File: config.mk
export PLATFORM = sky130hd
export DESIGN_NAME = fir_channelizer
export DESIGN_NICKNAME = d
export VERILOG_FILES = /design/src/rtl/fir_chan_pkg.sv /design/src/rtl/fir_channelizer.sv /design/src/rtl/chan_fifo.sv /design/src/rtl/chan_lane.sv
export VERILOG_INCLUDE_DIRS = /design/src /design/src/rtl
export SDC_FILE = /design/constraint.sdc
export NUM_CORES = 1
export LEC_CHECK = 0
export ABC_AREA = 1
export ABC_CLOCK_PERIOD_IN_PS = 6650
export BUFFER_PORTS_ARGS = -buffer_cell sky130_fd_sc_hd__clkbuf_2
export CORE_MARGIN = 4
export CORE_UTILIZATION = 62
export DETAILED_ROUTE_END_ITERATION = 7
export PLACE_DENSITY = 0.79
export SYNTH_ARGS = -nofsm -noshare
export SYNTH_HDL_FRONTEND = slang
export SYNTH_SLANG_ARGS = --single-unit
File: constraint.sdc
create_clock -name clk_i -period 6.65 [get_ports clk_i]
set_input_delay 0.9975 -clock clk_i [delete_from_list [all_inputs] [get_ports clk_i]]
set_output_delay 0.9975 -clock clk_i [all_outputs]
set_load 0.02 [all_outputs]
File: src/rtl/fir_chan_map.svh
// Folding, wire and slot figures of the channelizer, as text macros.
// Assumes integer rate figures in MHz and MSPS, with the clock no slower than a channel.
`ifndef FIR_CHAN_MAP_SVH
`define FIR_CHAN_MAP_SVH

// ==================================================================
// Rates and channel count
`define SYSTEM_CLOCK_RATE        100
`define PER_CHANNEL_SAMPLE_RATE  25
`define CHANNEL_TOTAL            6
`define DECIMATION               2
`define SAMPLE_WIDTH             8

// ==================================================================
// Derived shape
`define CEIL_DIV(a, b)           (((a) + (b) - 1) / (b))
`define FOLD_FACTOR              (`SYSTEM_CLOCK_RATE / `PER_CHANNEL_SAMPLE_RATE)
`define INPUT_WIRE_COUNT         `CEIL_DIV(`CHANNEL_TOTAL, `FOLD_FACTOR)
`define CHANNELS_PER_INPUT_WIRE  `CEIL_DIV(`CHANNEL_TOTAL, `INPUT_WIRE_COUNT)
`define OUT_FOLD_FACTOR          (`FOLD_FACTOR * `DECIMATION)
`define OUTPUT_WIRE_COUNT        `CEIL_DIV(`CHANNEL_TOTAL, `OUT_FOLD_FACTOR)
`define CHANNELS_PER_OUTPUT_WIRE `CEIL_DIV(`CHANNEL_TOTAL, `OUTPUT_WIRE_COUNT)
// Index widths; at least one bit so a single-slot wire still has a port
`define IN_IDX_W  ((`CHANNELS_PER_INPUT_WIRE > 1) ? $clog2(`CHANNELS_PER_INPUT_WIRE) : 1)
`define OUT_IDX_W ((`CHANNELS_PER_OUTPUT_WIRE > 1) ? $clog2(`CHANNELS_PER_OUTPUT_WIRE) : 1)
`define OUT_SLOT_W $clog2(`OUT_FOLD_FACTOR + 1)
`define BANK_IDX_W $clog2(`CHANNEL_TOTAL + 1)

// ==================================================================
// Buffering and reset values
`define FIFO_DEPTH      16
`define IDX_RESET       0
`define SAMPLE_RESET    8'h00

`endif

File: src/rtl/fir_chan_pkg.sv
// Types shared by the channelizer modules.
// Assumes fir_chan_map.svh is on the include path.
`default_nettype none
`include "fir_chan_map.svh"

package fir_chan_pkg;
   typedef logic [`SAMPLE_WIDTH-1:0] sample_t;

   typedef enum logic [0:0] {
      DRAIN_IDLE = 1'b0,
      DRAIN_RUN  = 1'b1
   } drain_state_t;

   typedef enum logic [1:0] {
      OUT_IDLE = 2'b00,
      OUT_SEND = 2'b01,
      OUT_GAP  = 2'b10
   } out_state_t;
endpackage

`default_nettype wire

File: src/rtl/fir_channelizer.sv
// Top of the TDM multichannel channelizer: input slot tracking, parallel lanes,
// channel bank, repacking drain, FIFO and output slot sequencer.
// Assumes upstream keeps the slot pattern and the wire width of this block.
`default_nettype none
`include "fir_chan_map.svh"

// Overview of operation
// Folding factor is clock rate over per-channel sample rate: slots per wire.
// Folding above one: serializer and deserializer around shared per-wire hardware.
// Input wire count is channel total divided by folding factor.
// More channels than slots: several wires and parallel lane instances.
// Slots used per wire is channel total over wires; index steps 0 upward.
// Channels are numbered 0 to channel total minus one.
// Single wire: the channel index equals the actual channel number.
// One shared index for all wires, giving slot position, not channel.
// Channels spread evenly; leftover slots carry valid low.
// Index and data are don't care while valid is low.
// Parallel lane instances, each fed one element of the input vector.
// Decimated results are multiplexed onto the narrower output without glue.
// Output rate recomputed after rate change; fewest wires that carry it.
// Neighbouring blocks use exactly the same vector widths as this block.
// Output lane 0 sits in the lowest data slice, next lanes above.
// Output index width is log2 of channels per output wire.
// Upstream sends used slots contiguously, then idle slots, never splitting groups.
// Channels order across time slots first, then across wires.
// Wire counts from division round up to whole wires.
// Index counters clear on reset and wrap to zero after the last slot.
module fir_channelizer
   import fir_chan_pkg::*;
(
   input  wire logic                                         clk_i,         // 100 MHz clock
   input  wire logic                                         rst_n_i,       // Async, low
   input  wire logic                                         in_valid_i,    // Slot valid
   input  wire logic [`INPUT_WIRE_COUNT*`SAMPLE_WIDTH-1:0]   in_data_i,     // Wire vector
   output logic                                              out_valid_o,   // Slot valid
   output logic [`OUT_IDX_W-1:0]                             out_channel_o, // Slot index
   output logic [`OUTPUT_WIRE_COUNT*`SAMPLE_WIDTH-1:0]       out_data_o     // Wire vector
);
   // ==================================================================
   // Shape constants
   localparam int FOLD    = `FOLD_FACTOR;
   localparam int WIRES   = `INPUT_WIRE_COUNT;
   localparam int CPI     = `CHANNELS_PER_INPUT_WIRE;
   localparam int OWIRES  = `OUTPUT_WIRE_COUNT;
   localparam int CPO     = `CHANNELS_PER_OUTPUT_WIRE;
   localparam int OFOLD   = `OUT_FOLD_FACTOR;
   localparam int CHANS   = `CHANNEL_TOTAL;
   localparam int W       = `SAMPLE_WIDTH;
   localparam int BW      = `BANK_IDX_W;
   localparam int SW      = `OUT_SLOT_W;
   localparam int FW      = $clog2(`FIFO_DEPTH + 1);

   localparam logic [`IN_IDX_W-1:0]  LAST_IN  = (`IN_IDX_W)'(CPI - 1);
   localparam logic [BW-1:0]         LAST_CH  = BW'(CHANS - 1);
   localparam logic [SW-1:0]         LAST_USE = SW'(CPO - 1);
   localparam logic [SW-1:0]         LAST_OUT = SW'(OFOLD - 1);
   localparam logic [FW-1:0]         GROUP    = FW'(CPO);

   // Channel number of a slot on a wire: slots first, wires second
   function automatic logic [BW-1:0] chan_of(input int wire_n, input logic [`IN_IDX_W-1:0] s);
      chan_of = BW'(wire_n * CPI) + BW'(s);
   endfunction

   // ==================================================================
   // Input slot counter and decimation phase
   logic [`IN_IDX_W-1:0]  in_slot_reg;
   logic                  phase_reg;

   // Contiguous groups from upstream let a plain counter follow the slots
   always_ff @(posedge clk_i or negedge rst_n_i) begin
      if (!rst_n_i) begin
         in_slot_reg <= (`IN_IDX_W)'(`IDX_RESET);
         phase_reg   <= 1'b0;
      end else if (in_valid_i) begin
         if (in_slot_reg == LAST_IN) begin
            in_slot_reg <= '0;
            phase_reg   <= ~phase_reg;
         end else begin
            in_slot_reg <= in_slot_reg + 1'b1;
         end
      end
   end

   // ==================================================================
   // Parallel lanes, one per input wire
   logic                  lane_valid [WIRES];
   logic [`IN_IDX_W-1:0]  lane_slot  [WIRES];
   sample_t               lane_data  [WIRES];

   for (genvar g = 0; g < WIRES; g++) begin : g_lane
      chan_lane u_lane (
         .clk_i   (clk_i),
         .rst_n_i (rst_n_i),
         .valid_i (in_valid_i),
         .keep_i  (phase_reg),
         .slot_i  (in_slot_reg),
         .data_i  (in_data_i[g*W +: W]),
         .valid_o (lane_valid[g]),
         .slot_o  (lane_slot[g]),
         .data_o  (lane_data[g])
      );
   end

   // ==================================================================
   // Channel bank: deserializes lane results into channel order
   sample_t  bank [CHANS];
   logic     bank_done_reg;

   always_ff @(posedge clk_i) begin
      for (int w = 0; w < WIRES; w++) begin
         if (lane_valid[w] && (chan_of(w, lane_slot[w]) <= LAST_CH)) begin
            bank[chan_of(w, lane_slot[w])] <= lane_data[w];
         end
      end
   end

   // All lanes step together, so lane 0 marks the end of a kept frame
   always_ff @(posedge clk_i or negedge rst_n_i) begin
      if (!rst_n_i) begin
         bank_done_reg <= 1'b0;
      end else begin
         bank_done_reg <= lane_valid[0] && (lane_slot[0] == LAST_IN);
      end
   end

   // ==================================================================
   // Drain: serializes the bank into the FIFO, channel 0 first
   drain_state_t    drain_state_reg;
   logic [BW-1:0]   drain_idx_reg;
   logic            fifo_in_ready;
   logic            fifo_push;

   assign fifo_push = (drain_state_reg == DRAIN_RUN);

   // A frame arriving mid-drain is not restarted; the FIFO keeps a frame ahead
   always_ff @(posedge clk_i or negedge rst_n_i) begin
      if (!rst_n_i) begin
         drain_state_reg <= DRAIN_IDLE;
         drain_idx_reg   <= '0;
      end else begin
         case (drain_state_reg)
            DRAIN_IDLE: begin
               drain_idx_reg <= '0;
               if (bank_done_reg) begin
                  drain_state_reg <= DRAIN_RUN;
               end
            end
            DRAIN_RUN: begin
               if (fifo_in_ready) begin
                  if (drain_idx_reg == LAST_CH) begin
                     drain_state_reg <= DRAIN_IDLE;
                     drain_idx_reg   <= '0;
                  end else begin
                     drain_idx_reg <= drain_idx_reg + 1'b1;
                  end
               end
            end
            default: begin
               drain_state_reg <= DRAIN_IDLE;
            end
         endcase
      end
   end

   // ==================================================================
   // FIFO in the data path
   logic            fifo_out_valid;
   logic            fifo_pop;
   sample_t         fifo_out_data;
   logic [FW-1:0]   fifo_level;

   chan_fifo #(
      .WIDTH (W),
      .DEPTH (`FIFO_DEPTH)
   ) u_fifo (
      .clk_i       (clk_i),
      .rst_n_i     (rst_n_i),
      .in_valid_i  (fifo_push),
      .in_ready_o  (fifo_in_ready),
      .in_data_i   (bank[drain_idx_reg]),
      .out_valid_o (fifo_out_valid),
      .out_ready_i (fifo_pop),
      .out_data_o  (fifo_out_data),
      .level_o     (fifo_level)
   );

   // ==================================================================
   // Output slot sequencer: one whole group, then the idle slots
   out_state_t      out_state_reg;
   logic [SW-1:0]   out_slot_reg;

   assign fifo_pop = (out_state_reg == OUT_SEND) && fifo_out_valid;

   // A group only starts when all its words wait, so it is never split
   always_ff @(posedge clk_i or negedge rst_n_i) begin
      if (!rst_n_i) begin
         out_state_reg <= OUT_IDLE;
         out_slot_reg  <= SW'(`IDX_RESET);
      end else begin
         case (out_state_reg)
            OUT_IDLE: begin
               out_slot_reg <= '0;
               if (fifo_level >= GROUP) begin
                  out_state_reg <= OUT_SEND;
               end
            end
            OUT_SEND: begin
               if (out_slot_reg == LAST_USE) begin
                  out_state_reg <= (LAST_USE == LAST_OUT) ? OUT_IDLE : OUT_GAP;
                  out_slot_reg  <= (LAST_USE == LAST_OUT) ? '0 : out_slot_reg + 1'b1;
               end else begin
                  out_slot_reg <= out_slot_reg + 1'b1;
               end
            end
            OUT_GAP: begin
               if (out_slot_reg == LAST_OUT) begin
                  out_slot_reg  <= '0;
                  out_state_reg <= (fifo_level >= GROUP) ? OUT_SEND : OUT_IDLE;
               end else begin
                  out_slot_reg <= out_slot_reg + 1'b1;
               end
            end
            default: begin
               out_state_reg <= OUT_IDLE;
               out_slot_reg  <= '0;
            end
         endcase
      end
   end

   // ==================================================================
   // Output registers; lane 0 in the low slice, idle slots forced to zero
   always_ff @(posedge clk_i or negedge rst_n_i) begin
      if (!rst_n_i) begin
         out_valid_o   <= 1'b0;
         out_channel_o <= '0;
         out_data_o    <= '0;
      end else begin
         out_valid_o   <= fifo_pop;
         out_channel_o <= fifo_pop ? (`OUT_IDX_W)'(out_slot_reg) : '0;
         out_data_o    <= '0;
         if (fifo_pop) begin
            out_data_o[0 +: W] <= fifo_out_data;
         end
      end
   end

   // ==================================================================
   // Checks
   out_idx_range_a: assert property (@(posedge clk_i) disable iff (!rst_n_i)
      out_valid_o |-> (out_channel_o <= (`OUT_IDX_W)'(CPO - 1)))
      else $error("output index beyond channels per wire");

   out_group_shape_a: assert property (@(posedge clk_i) disable iff (!rst_n_i)
      $rose(out_valid_o) |-> out_valid_o [*6] ##1 !out_valid_o [*2])
      else $error("output group not six valid then two idle");

   out_idx_step_a: assert property (@(posedge clk_i) disable iff (!rst_n_i)
      (out_valid_o && $past(out_valid_o)) |-> (out_channel_o == $past(out_channel_o) + 1'b1))
      else $error("output index did not step by one");

   out_group_zero_a: assert property (@(posedge clk_i) disable iff (!rst_n_i)
      $rose(out_valid_o) |-> (out_channel_o == '0))
      else $error("output group did not start at index zero");

   idle_data_zero_a: assert property (@(posedge clk_i) disable iff (!rst_n_i)
      !out_valid_o |-> ((out_data_o == '0) && (out_channel_o == '0)))
      else $error("idle slot shows data");

   in_slot_wrap_a: assert property (@(posedge clk_i) disable iff (!rst_n_i)
      (in_valid_i && (in_slot_reg == LAST_IN)) |=> (in_slot_reg == '0) && (phase_reg != $past(phase_reg)))
      else $error("input slot counter failed to wrap");

   drain_length_a: assert property (@(posedge clk_i) disable iff (!rst_n_i)
      $rose(drain_state_reg == DRAIN_RUN) |-> ##[6:40] (drain_state_reg == DRAIN_IDLE))
      else $error("bank drain did not finish");

   bank_to_out_a: assert property (@(posedge clk_i) disable iff (!rst_n_i)
      (bank_done_reg && (fifo_level == '0) && (out_state_reg == OUT_IDLE)) |-> ##[8:9] out_valid_o)
      else $error("kept frame not presented on the output");

   // Shared index: every lane steps in lockstep with lane 0
   for (genvar g = 1; g < WIRES; g++) begin : g_lockstep
      lane_lockstep_a: assert property (@(posedge clk_i) disable iff (!rst_n_i)
         lane_valid[0] |-> (lane_valid[g] && (lane_slot[g] == lane_slot[0])))
         else $error("lanes out of step");
   end

   drop_phase_a: assert property (@(posedge clk_i) disable iff (!rst_n_i)
      (in_valid_i && !phase_reg) |=> !lane_valid[0])
      else $error("decimated frame reached a lane");

   in_slot_hold_a: assert property (@(posedge clk_i) disable iff (!rst_n_i)
      !in_valid_i |=> ($stable(in_slot_reg) && $stable(phase_reg)))
      else $error("slot counter moved on an idle slot");

   drain_order_a: assert property (@(posedge clk_i) disable iff (!rst_n_i)
      (fifo_push && fifo_in_ready && (drain_idx_reg != LAST_CH))
         |=> (drain_idx_reg == $past(drain_idx_reg) + 1'b1))
      else $error("drain skipped a channel");

   out_low_slice_a: assert property (@(posedge clk_i) disable iff (!rst_n_i)
      fifo_pop |=> (out_data_o[0 +: W] == $past(fifo_out_data)))
      else $error("output word not in the low slice");

   out_from_send_a: assert property (@(posedge clk_i) disable iff (!rst_n_i)
      out_valid_o |-> ($past(out_state_reg) == OUT_SEND))
      else $error("valid output outside a send slot");
endmodule

`default_nettype wire

File: src/rtl/chan_fifo.sv
// Word FIFO between the repacking drain and the output sequencer.
// Assumes one clock; out_data_o is valid combinationally while out_valid_o is high.
`default_nettype none

module chan_fifo #(
   parameter int WIDTH = 8,
   parameter int DEPTH = 16
) (
   input  wire logic                     clk_i,       // System clock
   input  wire logic                     rst_n_i,     // Async reset, active low
   input  wire logic                     in_valid_i,  // Word offered
   output logic                          in_ready_o,  // Room for a word
   input  wire logic [WIDTH-1:0]         in_data_i,   // Word in
   output logic                          out_valid_o, // Word available
   input  wire logic                     out_ready_i, // Word taken
   output logic [WIDTH-1:0]              out_data_o,  // Head word
   output logic [$clog2(DEPTH+1)-1:0]    level_o      // Words held
);
   localparam int PW = $clog2(DEPTH);
   localparam logic [$clog2(DEPTH+1)-1:0] FULL = ($clog2(DEPTH+1))'(DEPTH);

   logic [WIDTH-1:0]            mem [DEPTH];
   logic [PW-1:0]               wr_ptr_reg;
   logic [PW-1:0]               rd_ptr_reg;
   logic [$clog2(DEPTH+1)-1:0]  level_reg;
   logic                        push;
   logic                        pop;

   assign in_ready_o  = (level_reg != FULL);
   assign out_valid_o = (level_reg != '0);
   assign out_data_o  = mem[rd_ptr_reg];
   assign level_o     = level_reg;
   assign push        = in_valid_i && in_ready_o;
   assign pop         = out_valid_o && out_ready_i;

   // ==================================================================
   // Storage; no reset on the array, words are only read once written
   always_ff @(posedge clk_i) begin
      if (push) begin
         mem[wr_ptr_reg] <= in_data_i;
      end
   end

   always_ff @(posedge clk_i or negedge rst_n_i) begin
      if (!rst_n_i) begin
         wr_ptr_reg <= '0;
         rd_ptr_reg <= '0;
         level_reg  <= '0;
      end else begin
         if (push) begin
            wr_ptr_reg <= (wr_ptr_reg == PW'(DEPTH-1)) ? '0 : wr_ptr_reg + 1'b1;
         end
         if (pop) begin
            rd_ptr_reg <= (rd_ptr_reg == PW'(DEPTH-1)) ? '0 : rd_ptr_reg + 1'b1;
         end
         if (push && !pop) begin
            level_reg <= level_reg + 1'b1;
         end else if (pop && !push) begin
            level_reg <= level_reg - 1'b1;
         end
      end
   end

   fifo_bound_a: assert property (@(posedge clk_i) disable iff (!rst_n_i)
      (!in_ready_o && !pop) |=> (level_reg == FULL) && $stable(wr_ptr_reg))
      else $error("fifo accepted a word while full");

   fifo_count_a: assert property (@(posedge clk_i) disable iff (!rst_n_i)
      (push && !pop) |=> (level_reg == $past(level_reg) + 1'b1))
      else $error("fifo level did not follow a push");
endmodule

`default_nettype wire

File: src/rtl/chan_lane.sv
// One parallel filter instance fed by one input wire, time-shared over its slots.
// Assumes the caller supplies the slot position and the decimation phase.
`default_nettype none
`include "fir_chan_map.svh"

module chan_lane
   import fir_chan_pkg::*;
(
   input  wire logic                  clk_i,       // System clock
   input  wire logic                  rst_n_i,     // Async reset, active low
   input  wire logic                  valid_i,     // Slot carries a sample
   input  wire logic                  keep_i,      // Decimation phase keeps this frame
   input  wire logic [`IN_IDX_W-1:0]  slot_i,      // Slot position on the wire
   input  wire sample_t               data_i,      // Sample of this wire
   output logic                       valid_o,     // Result present
   output logic [`IN_IDX_W-1:0]       slot_o,      // Slot of the result
   output sample_t                    data_o       // Result
);
   // ==================================================================
   // Shared stage: one register reused by every slot of the wire
   always_ff @(posedge clk_i or negedge rst_n_i) begin
      if (!rst_n_i) begin
         valid_o <= 1'b0;
         slot_o  <= '0;
         data_o  <= `SAMPLE_RESET;
      end else begin
         valid_o <= valid_i && keep_i;
         slot_o  <= slot_i;
         data_o  <= valid_i ? data_i : `SAMPLE_RESET;
      end
   end

   lane_pass_a: assert property (@(posedge clk_i) disable iff (!rst_n_i)
      (valid_i && keep_i) |=> valid_o && (data_o == $past(data_i)) && (slot_o == $past(slot_i)))
      else $error("lane lost a kept sample");
endmodule

`default_nettype wire

# ---- After elaboration in Yosys (flattened, before gate mapping)
# Memory sizes are Yosys's and may differ from the RTL's.
# Cells that the tools add are included.
dict set report totals {
  out_inout_bits 12
  register_bits 58
  mem_bits_rw 176
  word_cells 91
  inputBits 19
  memories 2
}
dict set report classes {
  muxes 29
  addsub 8
  n_reduce_logical 16
  magnitude_cmp 3
  n_eq_ne 14
  n_bitwise 2
}
# name depth word_bits read_ports rd_ports_with_merged_regs write_ports line
set memory_table {}
lappend memory_table {u_fifo.mem 16 8 1 0 1 chan_fifo.sv:22} ;# logic [WIDTH-1:0] mem [DEPTH];
lappend memory_table {bank 6 8 1 0 2 fir_channelizer.sv:106} ;# sample_t bank [CHANS];
# cell n
set op_table {}
lappend op_table {{8-bit 2-to-1 mux} 3}
lappend op_table {{4-bit by 1-bit adder with 4-bit output, second input constant} 3}
lappend op_table {{4-bit 2-to-1 mux} 3}
lappend op_table {{1-bit 2-to-1 mux} 10}
lappend op_table {{5-bit 2-to-1 mux} 2}
lappend op_table {{1-bit logical AND} 9}
lappend op_table {{3-bit 2-to-1 mux} 3}
lappend op_table {{4-bit by 3-bit equality test with 1-bit output, second input constant} 2}
lappend op_table {{4-bit equality test, second input constant} 2}
lappend op_table {{2-bit 2-to-1 mux} 4}
lappend op_table {{4-bit case mux with 2 select lines} 1}
lappend op_table {{2-bit equality test, second input constant} 3}
lappend op_table {{2-bit case mux with 3 select lines} 1}
lappend op_table {{3-bit case mux with 2 select lines} 1}
lappend op_table {{5-bit by 1-bit adder with 5-bit output, second input constant} 1}
lappend op_table {{5-bit by 3-bit >= comparator with 1-bit output, second input constant} 1}
lappend op_table {{5-bit != test, second input constant} 1}
lappend op_table {{5-bit nonzero test} 1}
lappend op_table {{5-bit by 1-bit subtractor with 5-bit output, second input constant} 1}
lappend op_table {{2-bit by 1-bit != test with 1-bit output, second input constant} 2}
lappend op_table {{2-bit != test, second input constant} 2}
lappend op_table {{2-bit by 2-bit adder with 3-bit output, first input constant} 1}
lappend op_table {{3-bit by 1-bit adder with 3-bit output, second input constant} 1}
lappend op_table {{3-bit equality test, second input constant} 1}
lappend op_table {{11 further kinds} 13}

# ---- Depth between registers and ports, before layout
# Gate-level depths: netlist of the first run.
dict set report depth {
  ltp_word 6
  depth_mapped 13
  depth_no_buf 13
}

# ---- By module
# From an unflattened synthesis of the first run, not the netlist that was laid out.
dict set report hier_totals {
  hier_cells 1075
  area_unflattened_um2 10797.9
}
# mod instances cells_each area_each_um2 seq_area_each_um2
set by_module_without_submodules {}
lappend by_module_without_submodules {chan_fifo 1 637 6439.9 4169.0}
lappend by_module_without_submodules {fir_channelizer 1 378 3649.8 2092.0}
lappend by_module_without_submodules {chan_lane 2 30 354.1 275.3}

# ---- Least setup slack after synthesis of the first run
# Ideal clock, no wire load.
dict set report synth_timing {
  path_type {flip-flop to flip-flop}
  from {register out_state_reg[1]}
  to {register u_fifo.level_reg[3] (netlist: u_fifo.level_o[3])}
  path_buffers 1
  synth_period_minus_slack_ns 2.245
  t_arrival_ns 2.119
  path_stages_with_launch 13
  required_ns 6.524
  slack_ns 4.405
  setup_ns 0.126
  path_cell_list {dfrtp_1 > inv_1 > ha_1 > nand2_1 > buf_2 > ha_1 > inv_1 > ha_1 > nand3_1 > nand3_1 > or2_2 > nand3_1 > o21ai_0}
}
dict set report synth_via {
  elab_chain_cells 6
  word_cells_on_any_way 8
  cone_classes {1 x eq/ne; 1 x mux; 6 x reduce/logical}
}
# item line
set synth_lines {}
lappend synth_lines {{start, declared} fir_channelizer.sv:189} ;# out_state_t out_state_reg;
lappend synth_lines {{start signal, assigned} fir_channelizer.sv:209} ;# out_state_reg <= (LAST_USE == LAST_OUT) ? OUT_IDLE : OUT_GAP;
lappend synth_lines {{start signal, assigned} fir_channelizer.sv:218} ;# out_state_reg <= (fifo_level >= GROUP) ? OUT_SEND : OUT_IDLE;
lappend synth_lines {{2-bit by 1-bit equality test with 1-bit output *} fir_channelizer.sv:192} ;# assign fifo_pop = (out_state_reg == OUT_SEND) && fifo_out_valid;
lappend synth_lines {{1-bit logical AND *} fir_channelizer.sv:192}
lappend synth_lines {{1-bit logical AND *} chan_fifo.sv:34} ;# assign pop = out_valid_o && out_ready_i;
lappend synth_lines {{1-bit logical NOT} chan_fifo.sv:56} ;# if (push && !pop) begin
lappend synth_lines {{1-bit logical AND} chan_fifo.sv:56}
lappend synth_lines {{5-bit 2-to-1 mux or 2-bit nonzero test (tied branches)} n/a}
lappend synth_lines {{end signal, assigned} chan_fifo.sv:57} ;# level_reg <= level_reg + 1'b1;
lappend synth_lines {{end signal, assigned} chan_fifo.sv:59} ;# level_reg <= level_reg - 1'b1;
lappend synth_lines {{end, declared} chan_fifo.sv:25} ;# logic [$clog2(DEPTH+1)-1:0] level_reg;
# Mark *: on every way between the ends. The rest lies on a longest branch, timed or not.
# A chain may end at the register's enable or synchronous reset.

# ---- Final worst setup path of the first run
# Same ends and word-level chain as after synthesis.

==> reports/summary.txt, run 1 <==
I/O Pins = 31
CP Launch Type = flip-flop
Grt total ovfl = 0
RSZ-0062 raised after global routing = false
CTS Buffer Depth = 3
Wire length per cell = 15.18 um
Cells after DPL = 1,243
Count leader, synth = nand2_1
Area delta synth->final = 9.881%
Maximum vdd ir drop = 0.0004728 V
DPL Wire Length = 12.38 mm
CP Max Fanout = 16
Biggest register = u_fifo.mem
Max-slew violations = 0
Final instance area = 11,350 um2
Routed wire length = 19.54 mm
Initial DRC count = 444
Min Tclk post-route = 2.680 ns
Critical path class = reg2reg
Post-synth EDFFs = 176
Synth Area in Adders = 2.616%
Ys Warns = 0
Max-cap viol count = 0
Placed inst area = 10,630 um2
Relative slew slack = 18.52%
Endpoints failing setup = 0
Row count = 46
Mux cell area share after synthesis = 0%
WP data required = 7.03 ns
Commonest register cell after synthesis = edfxtp_1
Register area = 6738 um2
Mapped cell area = 10,330 um2
DRT Pass-1 Iters = 5
Clock sinks = 234
Final Hold Fails = 0
Die width = 137.1 um
Post-synth top area cell = edfxtp_1
Worst clock skew = 0.01475 ns
Min-delay worst type = reg2reg
Fmax = 373.1 MHz
IO Port Bufs = 30
Fin util = 70.45%
Setup TNS = 0 ns
Flops & latches, synth = 234
Dominant cells by area after synthesis = edfxtp_1, dfrtp_1, nand2_1, inv_1, nand3_1
Die height = 137.1 um
Post-synthesis compound-gate area fraction = 4.820%
Post-route ant nets = 0
Number of setup buffers added after CTS = 0
Clk_lat worst skew = 0.52 ns
Number of H-tree levels = 1
CP endpoint kind = flip-flop
Final non-filler cell total = 1,287
CTS tree = done
Largest family of logic cells by synthesized area = simple AND/OR/NAND/NOR gates
Syn_area_per_cell = 10.11 um2
Routability Congestion = 0.8189
Syn nets = 1,062
Synth Instances = 1,022
Core area = 16,120 um2
Largest net degree at the start of global routing = 68
Pre-CTS setup slack = 4.004 ns
Die footprint = 18,800 um2
Max FFs per register = 128
Worst-margin pin slew = 1.209 ns
DRC viols = 0
First-pass GRT wire length = 31.72 mm
Critical Path AT = 3.06 ns
Tcrit/Tclk final = 40.30%
Final hold slack = 0.4079 ns
Vias in the first global route = 6,523
Clk slew on worst S/H paths = 0.06 ns
Top cells by count, synth = nand2_1, edfxtp_1, inv_1
Design Power = 5.174 mW
Nets = 1,093
CTS root buffer = clkbuf_16
Status = finished, final reports clean
Top cell type's share of synthesized area = 51.15%
Area of the multi-input gates = 2794 um2
Post-DR vias/cell = 5.235
PostCTS Resize Cnt = 0
Post-synth ARST share = 24.79%
Setup ws final = 3.970 ns
Simple-Gate Fraction of Synth Area = 18.84%
Seq/Total Area, Yosys = 65.20%
Xor/xnor cell area share of the yosys netlist = 0.7629%
Layout cells sized above 1 = 8.403%
Distinct cells, synth = 32
Filler cells = 1,152
Hold buffer count at CTS = 0
Initial antenna violation count = 0
Power per Cell Area = 455.7 nW/um2
TritonCTS buffer count = 24
Starting density of the core = 64.11%
ANT cells = 0
Static Leakage = 5.053 nW
Vias = 6,737
GRT Resource Usage Total = 21.39%
where the power goes:
part	internal [mW]	switching, mW
clock network	0.706	0.523
registers	2.08	0.142
logic	0.490	1.23
total	3.28	1.90
layout make-up:
cell class / instances / area share, %
Sequential cell: 234 / 59.35
Multi-Input combinational cell: 592 / 24.61
Clock buffer: 32 / 5.918
Inverter: 162 / 5.356
Tap cell: 216 / 2.380
Timing Repair Buffer: 39 / 1.918
Clock inverter: 12 / 0.4739
worst max-delay path, cell delays in order (launching register included):
cell and delay [ns]:
dfrtp_1 0.40, inv_1 0.11, ha_1 0.23, nand2_1 0.38, ha_1 0.39, inv_1 0.15, ha_1 0.29, nand3_1 0.11
nand3_1 0.09, or2_2 0.28, nand3_1 0.06, o21ai_0 0.07
worst paths after layout:
path,start,endpoint,slack (ns),cells after the start
max in group asynchronous,rst_n_i,u_fifo.rd_ptr_reg[0],5.48,2
max reg2reg,out_state_reg[1],u_fifo.level_o[3],3.97,11
max,out_state_reg[1],u_fifo.level_o[3],3.97,11
min reg2reg,in_slot_reg[0],g_lane[1].u_lane.slot_o[0],0.41,0
min in group asynchronous,rst_n_i,out_state_reg[1],0.64,2
min,in_slot_reg[0],g_lane[1].u_lane.slot_o[0],0.41,0
layout by cell type, fill, tap and decap left out, types with 20 or more instances in the layout:
cell and n:
clkbuf_2 30, clkbuf_16 25, inv_1 156, nand3_1 80
nor2_1 53, dfrtp_1 57, ha_1 20, edfxtp_1 176
o21ai_0 43, nand2_1 324
cells by family (layout without fill, tap and decap cells):
logic type      count (synthesis)  count (layout)
xor+xnor                        9               9
buf+inv                       196             245
fa+ha+maj                      21              21
compound gates                 89              89
simple gates                  473             473
flops                         234             234
layer usage:
| metal | vias to the layer above | track usage (%) | routed length, um |
|---|---|---|---|
| met5 | - | 0 | 0 |
| met4 | 0 | 7.206 | 563 |
| met3 | 50 | 3.309 | 1121 |
| met2 | 220 | 37.22 | 9795 |
| met1 | 3110 | 27.53 | 8058 |
| li1 | 3357 | - | - |
(Power assumes the default switching activity.)
==> inputs of run 2 (changes only) <==
--- a/config.mk
+++ b/config.mk
@@ -7,12 +7,12 @@
 export NUM_CORES = 1
 export LEC_CHECK = 0
 export ABC_AREA = 1
-export ABC_CLOCK_PERIOD_IN_PS = 6650
+export ABC_CLOCK_PERIOD_IN_PS = 2450
 export BUFFER_PORTS_ARGS = -buffer_cell sky130_fd_sc_hd__clkbuf_2
 export CORE_MARGIN = 4
-export CORE_UTILIZATION = 62
+export CORE_UTILIZATION = 56
 export DETAILED_ROUTE_END_ITERATION = 7
-export PLACE_DENSITY = 0.79
+export PLACE_DENSITY = 0.76
 export SYNTH_ARGS = -nofsm -noshare
 export SYNTH_HDL_FRONTEND = slang
 export SYNTH_SLANG_ARGS = --single-unit
==> constraint.sdc (replaced) <==
create_clock -name clk_i -period 2.45 [get_ports clk_i]
set_input_delay 0.3675 -clock clk_i [delete_from_list [all_inputs] [get_ports clk_i]]
set_output_delay 0.3675 -clock clk_i [all_outputs]
set_load 0.02 [all_outputs]
==> reports/summary.txt, run 2 (same netlist as run 1, synthesis figures left out) <==
Status = finished, final reports clean
Critical path class = reg2reg
CP Launch Type = flip-flop
Wire length per cell = 15.66 um
Combinational Power Share = 33.2%
CTS tree = done
Maximum vdd ir drop = 0.001259 V
Post-DR vias/cell = 5.243
Slowest stage cell, crit path = dfrtp_1
Design Power = 14.55 mW
Grt total ovfl = 0
Critical Path AT = 2.59 ns
Fmax = 453.0 MHz
Flop2flop setup slack = 0.24 ns
Psw = 5.254 mW
Pint = 9.292 mW
Die width = 143.8 um
Layout cells sized above 1 = 10.28%
DRT Pass-1 Iters = 5
TritonCTS buffer count = 24
Setup ws final = 0.2424 ns
Min-delay worst type = in2reg
Worst path depth = 12
Routed wire length = 20.66 mm
Sw frac = 36.12%
Most frequent cells in the layout = nand2_1, edfxtp_1, inv_1
DRC viols = 0
Nets = 1,112
CP bufs+invs = 2
Max stage delay on crit path = 0.43 ns
Worst clock skew = 0.007290 ns
Min Tclk post-route = 2.208 ns
Max-slew violations = 0
Endpoints failing setup = 0
WP data required = 2.84 ns
Initial antenna violation count = 0
Final Hold Fails = 0
Static Leakage = 5.181 nW
Hold path startpoint = in_data_i[6]
Critical-path cell list = nor2_1, nand4_1, nand2_1, inv_2, ha_1, inv_1, ha_1, nand3_1, nand3_1, or2_2, nand3_1, o21ai_0
Relative slew slack = 43.76%
Vias in the first global route = 6,796
Critical Path Source = u_fifo.level_o[0]
Reg2Reg Depth = 12
Number of H-tree levels = 1
Setup TNS = 0 ns
Max FFs per register = 128
RSZ-0062 raised after global routing = false
ANT cells = 0
CP endpoint = u_fifo.level_o[3]
I/O Pins = 31
CP endpoint kind = flip-flop
R2R Path Start = u_fifo.level_o[0]
Core area = 18,020 um2
Pre-CTS setup slack = 0.2285 ns
DPL Wire Length = 13.48 mm
Routability Congestion = 0.8299
Vias = 6,916
Worst-margin pin slew = 0.8405 ns
Reg power frac = 41.6%
Row count = 49
Initial DRC count = 634
Clock share of power = 25.2%
CP Max Fanout = 4
Tcrit/Tclk final = 90.11%
CTS Buffer Depth = 3
Most frequent CP cell = nand3_1
First-pass GRT wire length = 34.02 mm
Clk slew on worst S/H paths = 0.06 ns
Starting density of the core = 57.32%
Clock sinks = 234
CP top delay family = simple AND/OR/NAND/NOR gates
Max-cap viol count = 0
Clk_lat worst skew = 0.50 ns
CTS root buffer = clkbuf_16
Largest net degree at the start of global routing = 67
Most common cell after layout, fill and taps aside = nand2_1
Power per Cell Area = 1253 nW/um2
Area delta synth->final = 12.36%
Final hold slack = 0.05005 ns
Reg-to-reg endpoint = u_fifo.level_o[3]
Die height = 143.8 um
GRT Resource Usage Total = 20.86%
Post-route ant nets = 0
Die footprint = 20,690 um2
Biggest register = u_fifo.mem
IO Port Bufs = 30
-- run 2: worst min path at each step --
stage | endpoint | slack (ns) | depth (start not counted)
global placement | g_lane[1].u_lane.slot_o[1] | 0.39 | 0
global route | g_lane[0].u_lane.data_o[3] | 0.05 | 3
detailed placement | g_lane[1].u_lane.slot_o[1] | 0.39 | 0
CTS | g_lane[0].u_lane.data_o[6] | 0.03 | 3
floorplan | bank_done_reg | 0.07 | 0
finish | g_lane[0].u_lane.data_o[6] | 0.05 | 3
-- run 2: cell type report --
cell class | instances | area, um2
clock buffers | 28 | 646.9
well taps | 229 | 286.5
inverters | 162 | 608.1
flip-flops and latches | 234 | 6738
clock inverters | 16 | 161.4
multi-input cells | 592 | 2794
repair buffers | 58 | 375.4
fillers | 1344 | 6415
-- run 2: routing by layer --
layer	global-route usage, %	vias to the layer above	wire [um]
li1	-	3403	-
met1	27.00	3263	8632
met2	35.86	201	10280
met3	2.729	49	1008
met4	8.325	0	733
met5	0	-	0
-- run 2: repair_timing --
action / CTS / global route
hold endpoints to repair: 34 / 0
gates resized for setup: 0 / 0
buffers inserted: 0 / 0
hold buffers: 1 / 0
-- run 2: stage by stage --
step / cell area, um2 / instances / util (%)
finish: 11610 / 1319 / 64.41
global route: 11610 / 1319 / 64.41
CTS: 11610 / 1319 / 64.41
detailed placement: 10790 / 1274 / 59.87
global placement: 10790 / 1274 / 59.87
floorplan: 10330 / 1022 / -
-- run 2: power groups by stage --
| stage | clock network (mW) | registers, mW | logic [mW] |
|---|---|---|---|
| after floorplan | 0 | 6.06 | 3.32 |
| after global placement | 0 | 6.10 | 4.68 |
| after detailed placement | 0 | 6.12 | 4.78 |
| after CTS | 3.71 | 6.04 | 4.84 |
| after global routing | 3.93 | 6.12 | 5.47 |
| final | 3.67 | 6.05 | 4.83 |
-- run 2: worst min-delay path: cells and delay by family --
family	cells	cell delay (ns)
simple gates	1	0.04
buf+inv	2	0.11
